File: config.mk
export PLATFORM = sky130hd
export DESIGN_NAME = scx_unit
export DESIGN_NICKNAME = d
export VERILOG_FILES = /design/src/scx_pkg.sv /design/src/scx_unit.sv
export SDC_FILE = /design/constraint.sdc
export NUM_CORES = 1
export LEC_CHECK = 0
export BUFFER_PORTS_ARGS = -buffer_cell sky130_fd_sc_hd__buf_2
export CORE_MARGIN = 1
export CORE_UTILIZATION = 44
export CTS_BUF_LIST = sky130_fd_sc_hd__clkbuf_16
export DETAILED_ROUTE_END_ITERATION = 16
export PLACE_DENSITY = 0.8
export SETUP_SLACK_MARGIN = 0.02
export SLEW_MARGIN = 20
export SYNTH_ARGS = -nofsm -noshare
export SYNTH_HDL_FRONTEND = slang
export SYNTH_SLANG_ARGS = --single-unit
export TNS_END_PERCENT = 10
File: constraint.sdc
create_clock -name clock_in -period 2.9 [get_ports clock_in]
set_input_delay 0.435 -clock clock_in [delete_from_list [all_inputs] [get_ports clock_in]]
set_output_delay 0.435 -clock clock_in [all_outputs]
set_load 0.02 [all_outputs]
File: src/scx_pkg.sv
// Shared constants and carrier types of the exception and interrupt unit
package scx_pkg;
  // Register byte offsets on the APB port
  localparam logic [7:0] ADDR_MSW = 8'h00;
  localparam logic [7:0] ADDR_CFG = 8'h04;
  localparam logic [7:0] ADDR_STK_LO = 8'h08;
  localparam logic [7:0] ADDR_STK_HI = 8'h0C;
  localparam logic [7:0] ADDR_CAUSE = 8'h10;
  localparam logic [7:0] ADDR_VBASE = 8'h14;
  localparam logic [7:0] ADDR_VER0 = 8'h18;
  localparam logic [7:0] ADDR_VER1 = 8'h1C;
  // Machine-state word bit masks
  localparam logic [31:0] MSW_IRQ_EN = 32'h0000_0002;
  localparam logic [31:0] MSW_BRK_ACT = 32'h0000_0008;
  localparam logic [31:0] MSW_ICACHE = 32'h0000_0020;
  localparam logic [31:0] MSW_DCACHE = 32'h0000_0080;
  localparam logic [31:0] MSW_EXC_EN = 32'h0000_0100;
  localparam logic [31:0] MSW_EXC_ACT = 32'h0000_0200;
  localparam logic [31:0] MSW_IMPL = 32'h0000_03AA;
  // Vector offsets from the vector base; base low bits forced clear
  localparam logic [31:0] VEC_ALIGN_MASK = 32'hFFFF_FF80;
  localparam logic [31:0] VEC_IRQ_OFF = 32'h0000_0010;
  localparam logic [31:0] VEC_EXC_OFF = 32'h0000_0020;
  // Divide overflow operands and version field layout
  localparam logic [31:0] DIV_MIN_NEG = 32'h8000_0000;
  localparam logic [31:0] DIV_MINUS_ONE = 32'hFFFF_FFFF;
  localparam logic [31:0] NULL_WORD = 32'h0000_0000;
  localparam int TAG_LSB = 24;
  localparam logic [1:0] VER_NONE = 2'h0;
  localparam logic [1:0] VER_BASIC = 2'h1;
  localparam logic [1:0] VER_FULL = 2'h2;
  localparam logic [1:0] IRQ_OFF = 2'h0;
  localparam logic [1:0] IRQ_FAST = 2'h2;
  // Exception cause codes
  localparam logic [3:0] CAUSE_NONE = 4'h0;
  localparam logic [3:0] CAUSE_IBUS = 4'h1;
  localparam logic [3:0] CAUSE_ILLEGAL = 4'h2;
  localparam logic [3:0] CAUSE_DBUS = 4'h3;
  localparam logic [3:0] CAUSE_STACK = 4'h4;
  localparam logic [3:0] CAUSE_DIV = 4'h5;
  localparam logic [3:0] CAUSE_FPU = 4'h6;
  localparam logic [3:0] CAUSE_STREAM = 4'h7;

  // Software configuration word, bits 11..0
  typedef struct packed {
    logic [1:0] irq_use;
    logic edge_polarity_sel;
    logic edge_mode_sel;
    logic stack_prot_en;
    logic stream_exc_en;
    logic null_opcode_trap;
    logic ill_exc_en;
    logic dbus_exc_en;
    logic ibus_exc_en;
    logic div_exc_en;
    logic fpu_exc_en;
  } scx_cfg_t;
  localparam int CFG_W = 12;

  // Floating point flags from the FPU
  typedef struct packed {
    logic valid;
    logic underflow;
    logic overflow;
    logic div_zero;
    logic invalid;
    logic denorm;
  } scx_fpu_t;

  // Divide request operands
  typedef struct packed {
    logic valid;
    logic is_signed;
    logic [31:0] dividend;
    logic [31:0] divisor;
  } scx_div_t;

  // Bus response report, AXI resp encoding
  typedef struct packed {
    logic valid;
    logic [1:0] resp;
  } scx_resp_t;

  // Stack-addressed memory access
  typedef struct packed {
    logic valid;
    logic via_sp;
    logic [31:0] addr;
  } scx_stk_t;

  // Whole state of the unit
  typedef struct packed {
    logic [31:0] msw;
    scx_cfg_t cfg;
    logic [31:0] stk_lo;
    logic [31:0] stk_hi;
    logic [3:0] cause;
    logic irq_s1;
    logic irq_s2;
    logic irq_prev;
    logic pending;
    logic irq_req;
    logic irq_fast;
    logic exc_taken;
    logic [31:0] exc_vector;
    logic [31:0] prdata;
    logic pslverr;
    logic pready;
  } scx_state_t;
endpackage

File: src/scx_unit.sv
// Exception, interrupt, reset-state and version logic with APB registers
`timescale 1ns/1ps
// Functional notes
// - FPU flags and denormal operand raise exception
// - Divide by zero or signed overflow traps
// - Instruction bus error response takes exception
// - Data bus error response takes exception
// - Invalid major opcode traps as illegal
// - Null word traps if enabled, else no-op
// - Stream read errors trap, needs stream instructions
// - Stack-pointer access outside bounds traps if MSW_EXC_EN set
// - Edge mode senses only selected transition
// - Level mode senses input while high
// - Held-high level input re-enters after handling
// - Polarity picks rising or falling edge
// - Interrupt unused, or usable as normal or fast
// - Cache enable bits selectable at reset
// - Break, irq, exception bits selectable at reset
// - Vector base relocates vectors, low 7 clear
// - Version option none, basic or full
// - Custom tag byte in bits 31..24
// - Custom tag word forms second version word
module scx_unit import scx_pkg::*; #(
  parameter logic [31:0] MSW_RESET = 32'h0000_0000,
  parameter logic [CFG_W-1:0] CFG_RESET = 12'h000,
  parameter logic [31:0] VECTOR_BASE = 32'h0000_0000,
  parameter logic [1:0] VERSION_OPTION = 2'h0,
  parameter logic [7:0] CUSTOM_TAG_BYTE = 8'h00,
  parameter logic [31:0] CUSTOM_TAG_WORD = 32'h0000_0000,
  parameter logic [63:0] OPCODE_VALID = 64'hFFFF_FFFF_FFFF_FFFF,
  parameter bit STREAM_INSNS = 1'b1
) (
  input wire logic clock_in,
  input wire logic resetn_in,
  input wire logic psel_in,
  input wire logic penable_in,
  input wire logic pwrite_in,
  input wire logic [7:0] paddr_in,
  input wire logic [31:0] pwdata_in,
  output logic [31:0] prdata_out,
  output logic pready_out,
  output logic pslverr_out,
  input wire scx_fpu_t fpu_in,
  input wire scx_div_t div_in,
  input wire scx_resp_t ibus_in,
  input wire scx_resp_t dbus_in,
  input wire logic instr_valid_in,
  input wire logic [31:0] instr_word_in,
  input wire logic stream_err_in,
  input wire scx_stk_t stk_in,
  input wire logic irq_pin_in,
  input wire logic irq_ack_in,
  output logic irq_req_out,
  output logic irq_fast_out,
  output logic exc_taken_out,
  output logic [31:0] exc_vector_out,
  output logic [3:0] exc_cause_out,
  output logic [31:0] msw_out
);
  // Base is forced aligned so a stray low bit cannot split vectors
  localparam logic [31:0] VBASE = VECTOR_BASE & VEC_ALIGN_MASK;

  scx_state_t state_reg;
  scx_state_t state_next;

  logic hit_fpu, hit_div, hit_ibus, hit_dbus, hit_ill, hit_null;
  logic hit_stream, hit_stack, edge_seen, irq_gate;
  logic [31:0] ver0, ver1;

  // Exception source detection
  assign hit_fpu = state_reg.cfg.fpu_exc_en && fpu_in.valid &&
    (fpu_in.underflow || fpu_in.overflow || fpu_in.div_zero ||
     fpu_in.invalid || fpu_in.denorm);
  assign hit_div = state_reg.cfg.div_exc_en && div_in.valid &&
    (div_in.divisor == 32'h0000_0000 ||
     (div_in.is_signed && div_in.dividend == DIV_MIN_NEG &&
      div_in.divisor == DIV_MINUS_ONE));
  // Resp values SLVERR and DECERR both have the upper bit set
  assign hit_ibus = state_reg.cfg.ibus_exc_en && ibus_in.valid && ibus_in.resp[1];
  assign hit_dbus = state_reg.cfg.dbus_exc_en && dbus_in.valid && dbus_in.resp[1];
  // Null trap needs illegal traps on too; otherwise null runs as a no-op
  assign hit_null = instr_valid_in && instr_word_in == NULL_WORD &&
    state_reg.cfg.ill_exc_en && state_reg.cfg.null_opcode_trap;
  assign hit_ill = hit_null || (state_reg.cfg.ill_exc_en && instr_valid_in &&
    instr_word_in != NULL_WORD && !OPCODE_VALID[instr_word_in[31:26]]);
  assign hit_stream = STREAM_INSNS && state_reg.cfg.stream_exc_en && stream_err_in;
  assign hit_stack = state_reg.cfg.stack_prot_en && stk_in.valid && stk_in.via_sp &&
    (state_reg.msw & MSW_EXC_EN) != 32'h0000_0000 &&
    (stk_in.addr < state_reg.stk_lo || stk_in.addr > state_reg.stk_hi);

  // Edge detection works only on synchronised samples
  assign edge_seen = state_reg.cfg.edge_polarity_sel ?
    (state_reg.irq_s2 && !state_reg.irq_prev) :
    (!state_reg.irq_s2 && state_reg.irq_prev);
  assign irq_gate = state_reg.cfg.irq_use != IRQ_OFF &&
    (state_reg.msw & MSW_IRQ_EN) != 32'h0000_0000 &&
    (state_reg.msw & (MSW_EXC_ACT | MSW_BRK_ACT)) == 32'h0000_0000;

  // Version words; none reads as zero everywhere
  assign ver0 = (VERSION_OPTION == VER_BASIC || VERSION_OPTION == VER_FULL) ?
    {CUSTOM_TAG_BYTE, 24'h00_0000} : 32'h0000_0000;
  assign ver1 = (VERSION_OPTION == VER_FULL) ? CUSTOM_TAG_WORD : 32'h0000_0000;

  // Next-state logic for the whole unit
  always_comb begin
    logic any_hit;
    logic [3:0] cause_v;
    logic wr;
    logic [31:0] rdv;
    logic err;
    any_hit = 1'b0;
    cause_v = CAUSE_NONE;
    wr = psel_in && penable_in && pwrite_in;
    rdv = 32'h0000_0000;
    err = 1'b0;
    state_next = state_reg;
    // Two-flop synchroniser, then a history flop for edges
    state_next.irq_s1 = irq_pin_in;
    state_next.irq_s2 = state_reg.irq_s1;
    state_next.irq_prev = state_reg.irq_s2;
    // Fixed priority: fetch faults first, asynchronous-ish stream last
    if (hit_ibus) begin
      cause_v = CAUSE_IBUS;
    end else if (hit_ill) begin
      cause_v = CAUSE_ILLEGAL;
    end else if (hit_dbus) begin
      cause_v = CAUSE_DBUS;
    end else if (hit_stack) begin
      cause_v = CAUSE_STACK;
    end else if (hit_div) begin
      cause_v = CAUSE_DIV;
    end else if (hit_fpu) begin
      cause_v = CAUSE_FPU;
    end else if (hit_stream) begin
      cause_v = CAUSE_STREAM;
    end
    any_hit = cause_v != CAUSE_NONE;
    // Register writes take effect at the access edge
    if (wr) begin
      case (paddr_in)
        ADDR_MSW: state_next.msw = pwdata_in & MSW_IMPL;
        ADDR_CFG: state_next.cfg = scx_cfg_t'(pwdata_in[CFG_W-1:0]);
        ADDR_STK_LO: state_next.stk_lo = pwdata_in;
        ADDR_STK_HI: state_next.stk_hi = pwdata_in;
        default: state_next.msw = state_reg.msw;
      endcase
    end
    // Exception entry wins over a software write in the same cycle
    state_next.exc_taken = any_hit;
    if (any_hit) begin
      state_next.cause = cause_v;
      state_next.msw = state_next.msw | MSW_EXC_ACT;
      state_next.exc_vector = VBASE + VEC_EXC_OFF;
    end
    // Interrupt sensing; an edge set beats a same-cycle acknowledge
    if (state_reg.cfg.edge_mode_sel) begin
      state_next.pending = edge_seen || (state_reg.pending && !irq_ack_in);
    end else begin
      state_next.pending = state_reg.irq_s2;
    end
    state_next.irq_req = state_reg.pending && irq_gate && !any_hit;
    state_next.irq_fast = state_reg.pending && irq_gate && !any_hit &&
      state_reg.cfg.irq_use == IRQ_FAST;
    // Read data prepared in the setup phase so access needs no wait
    case (paddr_in)
      ADDR_MSW: rdv = state_reg.msw;
      ADDR_CFG: rdv = {{(32-CFG_W){1'b0}}, state_reg.cfg};
      ADDR_STK_LO: rdv = state_reg.stk_lo;
      ADDR_STK_HI: rdv = state_reg.stk_hi;
      ADDR_CAUSE: rdv = {28'h000_0000, state_reg.cause};
      ADDR_VBASE: rdv = VBASE;
      ADDR_VER0: rdv = ver0;
      ADDR_VER1: rdv = ver1;
      default: err = 1'b1;
    endcase
    // Read-only words reject writes with an error
    if (pwrite_in && (paddr_in == ADDR_CAUSE || paddr_in == ADDR_VBASE ||
        paddr_in == ADDR_VER0 || paddr_in == ADDR_VER1)) begin
      err = 1'b1;
    end
    if (psel_in && !penable_in) begin
      state_next.prdata = pwrite_in ? 32'h0000_0000 : rdv;
      state_next.pslverr = err;
    end
    state_next.pready = 1'b1;
  end

  // Single state register; reset loads selected machine-state bits
  always_ff @(posedge clock_in or negedge resetn_in) begin
    if (!resetn_in) begin
      state_reg <= '0;
      state_reg.msw <= MSW_RESET & MSW_IMPL;
      state_reg.cfg <= scx_cfg_t'(CFG_RESET);
      state_reg.stk_hi <= 32'hFFFF_FFFF;
      state_reg.pready <= 1'b1;
    end else begin
      state_reg <= state_next;
    end
  end

  // Outputs straight from state flops
  assign prdata_out = state_reg.prdata;
  assign pready_out = state_reg.pready;
  assign pslverr_out = state_reg.pslverr;
  assign irq_req_out = state_reg.irq_req;
  assign irq_fast_out = state_reg.irq_fast;
  assign exc_taken_out = state_reg.exc_taken;
  assign exc_vector_out = state_reg.exc_vector;
  assign exc_cause_out = state_reg.cause;
  assign msw_out = state_reg.msw;
endmodule

Yosys cells after proc, flatten, opt, wreduce, memory -nomap -nowiden --
Memories as Yosys holds them, arrays and structs flattened. Cells that the tools add are included.
Word-level totals: input bits 193, memories 1, ROM bits 64, bits in registers 153, output and inout port bits 105, logic and storage cells 124
Operators by class: magnitude comparators 3, mux-type cells 20, reduce and logical (&&, ||, !) cells 64, equal/unequal tests 10
Memory list:
- (name not given) | depth 64, width 1, rd ports 1, clocked after memory_dff 0, wr ports 0, line scx_unit.sv:85 | instr_word_in != NULL_WORD && !OPCODE_VALID[instr_word_in[31:26]]);
Operator list (number):
- $pmux 32 s5 | 1
- $mux 32 | 4
- $mux 108 | 1
- $logic_not 32->1 | 3
- $eq 32x32->1 const B | 2
- $logic_and 1x1->1 | 33
- $eq 8x5->1 const B | 4
- $gt 32x32->1 | 1
- $lt 32x32->1 | 1
- $reduce_bool 32->1 | 1
- $eq 8x4->1 const B | 2
- $mux 12 | 1
- $mux 3 | 4
- $mux 4 | 3
- $logic_or 1x1->1 | 11
- $mux 10 | 1
- $eq 8x3->1 const B | 1
- $logic_not 8->1 | 1
- $reduce_and 2->1 | 4
- $reduce_or 8->1 | 1
- $lt 6x7->1 const B | 1
- $logic_not 1->1 | 6
- $reduce_bool 2->1 | 3
- $mux 1 | 5
- 2 further kinds | 2

Longest topological paths before layout --
Gate-level depths: netlist of the first run.
depth after elaboration 15, depth in mapped cells 9, depth with buffers taken out 9

Least setup slack after synthesis of the first run --
No wires, ideal clock.
path type input-to-reg, from input port stk_in[21] (netlist bit), to register state_reg, in the netlist exc_cause_out[0], slack 0.512 ns, buffers on the path 0, setup time 0.141 ns, required time 2.759 ns, arrival time 2.247 ns, stages on the path 8, cell sequence ha_1 a21o_1 a221o_1 a2111oi_2 o21ai_1 o32a_4 a31oi_4 o211ai_2
Between the ends: cells in the longest elaborated chain, start to end 8, elaborated cells on any way between the ends 9, those cells by class 2 x order compare; 4 x mux; 3 x reduce/logical
Ends and longest elaborated chain:
- start, declared | line scx_unit.sv:50 | input wire scx_stk_t stk_in,
- $lt 32x32->1 / $gt 32x32->1 (equally long branches) | line scx_unit.sv:89 | (stk_in.addr < state_reg.stk_lo || stk_in.addr > state_reg.stk_hi);
- $logic_or 1x1->1 (*) | line scx_unit.sv:89
- $logic_and 1x1->1 (*) | line scx_unit.sv:88 | (state_reg.msw & MSW_EXC_EN) != 32'h0000_0000 &&
- $mux 3 (*) | line scx_unit.sv:128 | end else if (hit_stack) begin
- $mux 4 (*) | line scx_unit.sv:126 | end else if (hit_dbus) begin
- $mux 4 (*) | line scx_unit.sv:124 | end else if (hit_ill) begin
- $mux 4 (*) | line scx_unit.sv:122 | if (hit_ibus) begin
- $reduce_bool 4->1 | line scx_unit.sv:137 | any_hit = cause_v != CAUSE_NONE;
- end signal, assigned | line scx_unit.sv:197 | state_reg <= state_next;
- end, declared | line scx_unit.sv:63 | scx_state_t state_reg;
Mark *: on every way between the ends. The rest lies on a longest branch, timed or not. A chain may end at the register's enable or synchronous reset.

==> summary.txt, run 1 <==
Finish
  – Flip-flop count of the largest register after layout: 78
  – Filler Cell Count: between 1.5k and 2k
  – Layout cell share with drive strength beyond 1: 0.3359
  – Final core utilization: 0.5434
  – Layout Area Growth over Synthesis: 19.64%
  – Multi-input logic area: between 3000 and 4000 µm²
  – Fin cells: about 1.3k
  – Flip-flop and latch area: between 3000 and 4000 µm²
  – Final non-filler cell area: 9497 µm²
  – Net count reported at finish: 1297

Worst setup path
  – Cell Chain, Critical Path: inv_1 -> ha_1 -> nand4_1 -> nor4_1 -> a31oi_1 -> nand3_1 -> nand4_4 -> nor4b_2
  – Max FO, Critical Path: 5
  – Launch point of the worst reg-to-reg path: state_reg[88]
  – Number of buffer and inverter instances along the worst setup path: 1
  – Critical path data arrival time: 2.95 ns
  – Critical path's top delay family: simple AND/OR/NAND/NOR gates
  – Category of the worst setup path capture point: flip-flop
  – Worst flop-to-flop path endpoint: irq_fast_out
  – Crit Path Category: flip-flop to flip-flop
  – Biggest cell delay along the critical path: around 0.52 ns
  – Reg2reg setup slack: between 0.2 and 0.3 ns
  – Critical-path top delay cell: dfstp_2
  – Critical Path Start Type: flip-flop
  – Worst reg2reg path depth: 8
  – Required @ worst endpoint: between 3 and 4 ns

Logic synthesis
  – Number of register bits inferred by synthesis: 126
  – Syn Std Cell Area: approximately 8000 µm²
  – Number of distinct standard cells referenced by the synthesized netlist: just over 60
  – Primary flip-flop cell chosen by synthesis mapping: dfrtp_1
  – Avg Synthesized Cell Area: around 9.4 µm²
  – Synthesis warning total: 0
  – Synthesized instance count: 842
  – Number of enable flip-flop cells after synthesis: 0
  – Async S/R FF share, synth: 1.000
  – Register area share after synthesis: 0.4023

Place
  – Placed instance area: 8859 µm²
  – Placer congestion estimate: a little under 0.9
  – Placed Cells incl. Taps: 1246
  – Count of port buffers added during placement: between 200 and 250
  – Dpl ws: around 0.26 ns
  – Post-DP HPWL: around 17000 µm

CTS
  – Number of resized instances in the post-cts repair step: 0
  – Clock sink count: roughly 130
  – H-Tree Level Count: 4
  – Inserted Clock Buffers: 17
  – CTS Hold Bufs: 1
  – Clock root cell: clkbuf_16
  – CTS clock-pin slew for the worst setup and hold paths: around 0.06 ns
  – Latest clock arrival within the worst-skew pair: around 0.43 ns
  – Clock tree from TritonCTS: yes
  – Buffers inserted by post-CTS timing repair: 0
  – Buffer levels on the longest clock path: 2

Timing
  – Final clock skew: between 0.007 and 0.008 ns
  – Slew margin rel.: 0.5933
  – Total count of max-transition violations in the final report: 0
  – Maximum achievable frequency: approximately 0.38 GHz
  – Final-report hold violation count: 0
  – Unrepaired setup endpoints after global routing: no
  – Pin slew with the least headroom to its limit: about 0.61 ns
  – Sum of negative setup slack: 0 ns
  – Period minus WS final: 2.619 ns
  – Setup violators final: 0
  – Final critical-path share of the clock period: 0.9032
  – Final WS setup: about 0.28 ns

Die
  – Initial core utilization: 0.4542
  – Std-Cell Rows: 48
  – Die outline area: roughly 19000 µm²
  – Floorplan die height: approximately 140 µm
  – Total I/O pin count: 298
  – Die Wd: 136.3 µm
  – Core box area: 17480 µm²

Routing
  – Antenna Violating Nets Remaining: 0
  – Total wire length after detailed routing: around 23000 µm
  – Number of vias in the routed layout: ~6.7k
  – Initial detailed-routing violation count: 496
  – Post-route DRC violation count: 0
  – Ratio of routed vias to standard cells: 5.235
  – First drt pass iteration count: 5
  – Average detailed-routed wire length per instance: 17.62 µm

Status
  – Outcome: finished clean

Min path
  – Classification of the worst-slack hold path: input pin to flip-flop
  – Hold Crit Endpoint: state_next[71]
  – WHS Path Cells: 1
  – Source of the worst hold timing path: irq_pin_in

Global route
  – Antenna violations before repair: 6
  – Residual overflow from global routing: 0
  – Global-route wire length before repair: 34960 µm
  – Overall global routing resource usage: 0.2527
  – Via count of the first global-routing pass: about 6.6k
  – Largest net degree at the start of global routing: between 60 and 70

Flow run
  – Max-cap violations: 0

Power
  – Static Leak: a little over 5 nW
  – Largest vdd supply drop: 0.3845 mV
  – Power density normalized to cell area: between 400 and 500 nW/µm²
-- layout by cell type (no fill, tap or decap), types with 25 or more instances in the layout --
cell type / Yosys / final
ha_1: 63 / 63
nand2_1: 109 / 109
conb_1: 2 / 59
o21ai_0: 92 / 92
mux2i_1: 27 / 27
dfstp_2: 32 / 32
a21oi_1: 30 / 30
buf_2: 10 / 235
nor4_1: 25 / 25
inv_1: 67 / 67
dfrtp_1: 94 / 94
-- per-stage QoR --
| stage | total power [mW] | hold WS, ns |
|---|---|---|
| finish | 4.721 | 0.1083 |
| global route | 4.889 | 0.09974 |
| CTS | 4.739 | 0.1044 |
| global placement | 2.476 | 0.3383 |
| floorplan | 2.280 | 0.1394 |
| detailed placement | 2.491 | 0.3457 |
-- cell type report --
class,instances,area share
sequential,126,0.3362
tap,225,0.02964
clock buffer,17,0.04480
antenna,3,0.0007905
timing repair buffer,250,0.1373
clock inverter,15,0.02055
inverter,68,0.02688
multi-input combinational,578,0.4038
-- Yosys cell counts, types with 2 or more instances --
library cell | n | area share
a21o_1 | 8 | 0.0076
nand2b_1 | 3 | 0.0024
ha_1 | 63 | 0.099
and3_1 | 3 | 0.0024
nor3_1 | 6 | 0.0038
buf_4 | 101 | 0.096
nor4b_1 | 3 | 0.0033
o211ai_1 | 2 | 0.0019
nor3b_1 | 2 | 0.0019
clkbuf_1 | 16 | 0.0076
nor2b_1 | 4 | 0.0032
nand3_1 | 12 | 0.0076
mux2i_1 | 27 | 0.034
a22o_1 | 8 | 0.0088
o22ai_1 | 2 | 0.0016
dfstp_2 | 32 | 0.11
nand4_1 | 24 | 0.019
mux2_2 | 20 | 0.028
a21oi_1 | 30 | 0.019
o21ai_1 | 7 | 0.0044
dfrtp_1 | 94 | 0.30
a31oi_1 | 3 | 0.0024
or3_1 | 3 | 0.0024
nand4b_1 | 2 | 0.0022
or4_1 | 3 | 0.0028
buf_2 | 10 | 0.0063
inv_1 | 67 | 0.032
nor2_4 | 2 | 0.0028
a22oi_1 | 2 | 0.0019
o21ai_0 | 92 | 0.058
conb_1 | 2 | 0.00095
mux4_2 | 5 | 0.014
a221oi_1 | 2 | 0.0022
nand2_1 | 109 | 0.052
a2111o_1 | 2 | 0.0028
nor2_1 | 22 | 0.010
nor4_1 | 25 | 0.020
-- power by group --
| group | switching (mW) | internal [mW] |
|---|---|---|
| logic | 0.378 | 0.234 |
| clock network | 0.814 | 1.43 |
| registers | 0.0394 | 1.82 |
| total | 1.23 | 3.49 |
-- worst max-delay path by stage --
stage | to | start | cells after the start | slack [ns]
3_3_place_gp | exc_cause_out[0] | stk_in[21] | 9 | 0.31
2_1_floorplan | exc_cause_out[0] | stk_in[21] | 8 | 0.51
3_5_place_dp | exc_cause_out[0] | stk_in[21] | 9 | 0.26
5_1_grt | irq_fast_out | state_reg[107] | 9 | 0.1
4_1_cts | irq_fast_out | state_reg[88] | 8 | 0.32
6_report | irq_fast_out | state_reg[88] | 8 | 0.28
-- layer usage --
| layer | routed length, µm | vias to the layer above | track usage |
|---|---|---|---|
| met5 | 31 | - | 0 |
| met4 | 442 | 6 | 0.09012 |
| met3 | 2052 | 39 | 0.08538 |
| met2 | 9694 | 289 | 0.3562 |
| met1 | 10360 | 3176 | 0.3565 |
| li1 | - | 3201 | - |
-- kinds of logic after synthesis --
| kind of cell | count (synthesis) | share of synthesized area |
|---|---|---|
| flops | 126 | 0.4023 |
| other cells | 2 | 0.0009461 |
| compound gates | 173 | 0.1321 |
| simple gates | 231 | 0.1472 |
| buf+inv | 195 | 0.1416 |
| fa+ha+maj | 63 | 0.09931 |
| mux | 52 | 0.07661 |
Power figures use the tool's default switching activity.
==> run 2, diff against run 1 <==
==> constraint.sdc (replaced) <==
create_clock -name clock_in -period 2.63 [get_ports clock_in]
set_input_delay 0.3945 -clock clock_in [delete_from_list [all_inputs] [get_ports clock_in]]
set_output_delay 0.3945 -clock clock_in [all_outputs]
set_load 0.02 [all_outputs]
==> summary.txt, run 2 (same netlist as run 1, synthesis figures left out) <==
Timing
  – Final clock skew: about 0.0091 ns
  – Total count of max-transition violations in the final report: 0
  – Final-report hold violation count: 0
  – Slew margin rel.: 0.5681
  – Unrepaired setup endpoints after global routing: no
  – Final critical-path share of the clock period: 0.9234
  – Pin slew with the least headroom to its limit: about 0.65 ns
  – Maximum achievable frequency: 0.4118 GHz
  – Sum of negative setup slack: 0 ns
  – Setup violators final: 0
  – Final hold slack: 0.07701 ns
  – Period minus WS final: around 2.4 ns

Worst setup path
  – Worst flop-to-flop path endpoint: exc_cause_out[0]
  – Worst setup path endpoint: exc_cause_out[0]
  – Critical path's top delay family: compound AO/OA/AOI/OAI gates
  – Biggest cell delay along the critical path: 0.43 ns
  – Launching instance or port of the critical path: state_reg[130]
  – Critical Path Start Type: flip-flop
  – Launch point of the worst reg-to-reg path: state_reg[130]
  – Number of buffer and inverter instances along the worst setup path: 1
  – Worst reg2reg path depth: 9
  – Crit Path Category: flip-flop to flip-flop
  – Reg2reg setup slack: 0.20 ns
  – Critical path data arrival time: 2.74 ns
  – Cell Chain, Critical Path: inv_1 -> ha_1 -> a21o_1 -> a221o_1 -> a2111oi_2 -> o21ai_1 -> o32a_4 -> a31oi_4 -> o211ai_2
  – Logic depth of the worst path, buffers included: 9
  – Category of the worst setup path capture point: flip-flop
  – Required @ worst endpoint: 2.94 ns
  – Max FO, Critical Path: 5
  – Critical-path top delay cell: o32a_4

Die
  – Std-Cell Rows: 48
  – Die outline area: ~19000 µm²
  – Floorplan die height: between 100 and 150 µm
  – Core box area: approximately 17000 µm²
  – Total I/O pin count: between 200 and 300
  – Die Wd: approximately 140 µm
  – Initial core utilization: 0.4542

CTS
  – Clock root cell: clkbuf_16
  – H-Tree Level Count: 4
  – Clock tree from TritonCTS: yes
  – CTS clock-pin slew for the worst setup and hold paths: 0.06 ns
  – Inserted Clock Buffers: 17
  – Clock sink count: ~130
  – Buffer levels on the longest clock path: 2
  – Latest clock arrival within the worst-skew pair: about 0.43 ns

Power
  – Static Leak: ~5.1 nW
  – Proportion of power drawn by flip-flops and latches: 0.396
  – Switching share of power: 0.2581
  – P_int: ~3.8 mW
  – Switching power total: between 1 and 1.5 mW
  – Clock share of power: 0.475
  – Largest vdd supply drop: 0.4084 mV
  – Portion of total power attributed to combinational logic: 0.129
  – Power density normalized to cell area: 544.6 nW/µm²

Routing
  – Initial detailed-routing violation count: ~440
  – Ratio of routed vias to standard cells: ~5.2
  – First drt pass iteration count: 5
  – Average detailed-routed wire length per instance: 17.32 µm
  – Post-route DRC violation count: 0
  – Antenna Violating Nets Remaining: 0
  – Total wire length after detailed routing: between 20000 and 25000 µm
  – Number of vias in the routed layout: approximately 6.7k

Finish
  – Most frequent cells in the layout: 235 x buf_2, 109 x nand2_1, 94 x dfrtp_1, 92 x o21ai_0, 68 x inv_1
  – Layout Area Growth over Synthesis: 20.00%
  – Net count reported at finish: about 1.3k
  – Filler Cell Count: about 1.5k
  – Most frequent standard cell in the layout excluding fill and tap cells: buf_2
  – Layout cell share with drive strength beyond 1: 0.3368
  – Multi-input logic area: between 3000 and 4000 µm²
  – Final non-filler cell area: about 9500 µm²
  – Flip-flop and latch area: around 3200 µm²
  – Flip-flop count of the largest register after layout: 78

Global route
  – Global-route wire length before repair: roughly 35000 µm
  – Overall global routing resource usage: 0.2506
  – Largest net degree at the start of global routing: 67
  – Residual overflow from global routing: 0
  – Antenna violations before repair: 5
  – Via count of the first global-routing pass: around 6.6k

Place
  – Placer congestion estimate: 0.8811
  – Post-DP HPWL: ~18000 µm
  – Placed instance area: approximately 8900 µm²
  – Count of port buffers added during placement: 236

Status
  – Outcome: finished clean

Flow run
  – Max-cap violations: 0

Min path
  – Classification of the worst-slack hold path: input pin to flip-flop
[run 2: what timing repair did]
action                                  CTS  global route
resized for setup                         0             1
endpoints found under the setup margin    0             2
setup buffers                             0             0
hold buffers                              1             0
hold endpoints to repair                 21             0
[run 2: final cells by class]
class / instances / share of cell area
multi-input combinational: 578 / 0.4033
sequential: 126 / 0.3352
timing repair buffer: 253 / 0.1392
clock buffer: 17 / 0.04466
tap: 225 / 0.02955
inverter: 68 / 0.02680
clock inverter: 15 / 0.02049
antenna: 3 / 0.0007881
[run 2: worst reg2reg max path, stage by stage, from the launching register on]
cell and delay [ns]:
dfrtp_1 0.37, inv_1 0.08, ha_1 0.24, a21o_1 0.16, a221o_1 0.32, a2111oi_2 0.34
o21ai_1 0.12, o32a_4 0.43, a31oi_4 0.15, o211ai_2 0.08
[run 2: worst min-delay path by stage]
stage	startpoint	end	slack, ns	cells after the start
finish	irq_pin_in	state_next[71]	0.08	1
global route	irq_pin_in	state_next[71]	0.07	1
CTS	irq_pin_in	state_next[71]	0.07	1
detailed placement	resetn_in	prdata_out[18]	0.34	1
global placement	resetn_in	prdata_out[18]	0.34	1
floorplan	resetn_in	exc_cause_out[0]	0.1	0
[run 2: routing by layer]
layer / vias up / GRT usage / routed length, µm
met1: 3205 / 0.3457 / 10470
met2: 227 / 0.3669 / 9671
met5: - / 0 / 11
met3: 31 / 0.07755 / 1649
met4: 2 / 0.09198 / 451
li1: 3205 / - / -
[run 2: power by group through the flow]
| stage | sequential [mW] | clock (mW) | combinational [mW] |
|---|---|---|---|
| global route | 2.06 | 2.59 | 0.741 |
| finish | 2.05 | 2.46 | 0.671 |
| floorplan | 2.07 | 0 | 0.442 |
| CTS | 2.05 | 2.50 | 0.669 |
| detailed placement | 2.09 | 0 | 0.665 |
| global placement | 2.08 | 0 | 0.651 |
[run 2: stage by stage]
step | std cells | total power, mW | worst slack [ns] | utilization
6_report | 1285 | 5.188 | 0.2015 | 0.5450
5_1_grt | 1283 | 5.388 | 0.08404 | 0.5447
4_1_cts | 1282 | 5.224 | 0.1629 | 0.5442
3_5_place_dp | 1249 | 2.750 | 0.06434 | 0.5082
3_3_place_gp | 1249 | 2.732 | 0.07316 | 0.5082
2_1_floorplan | 899 | 2.514 | 0.2829 | -
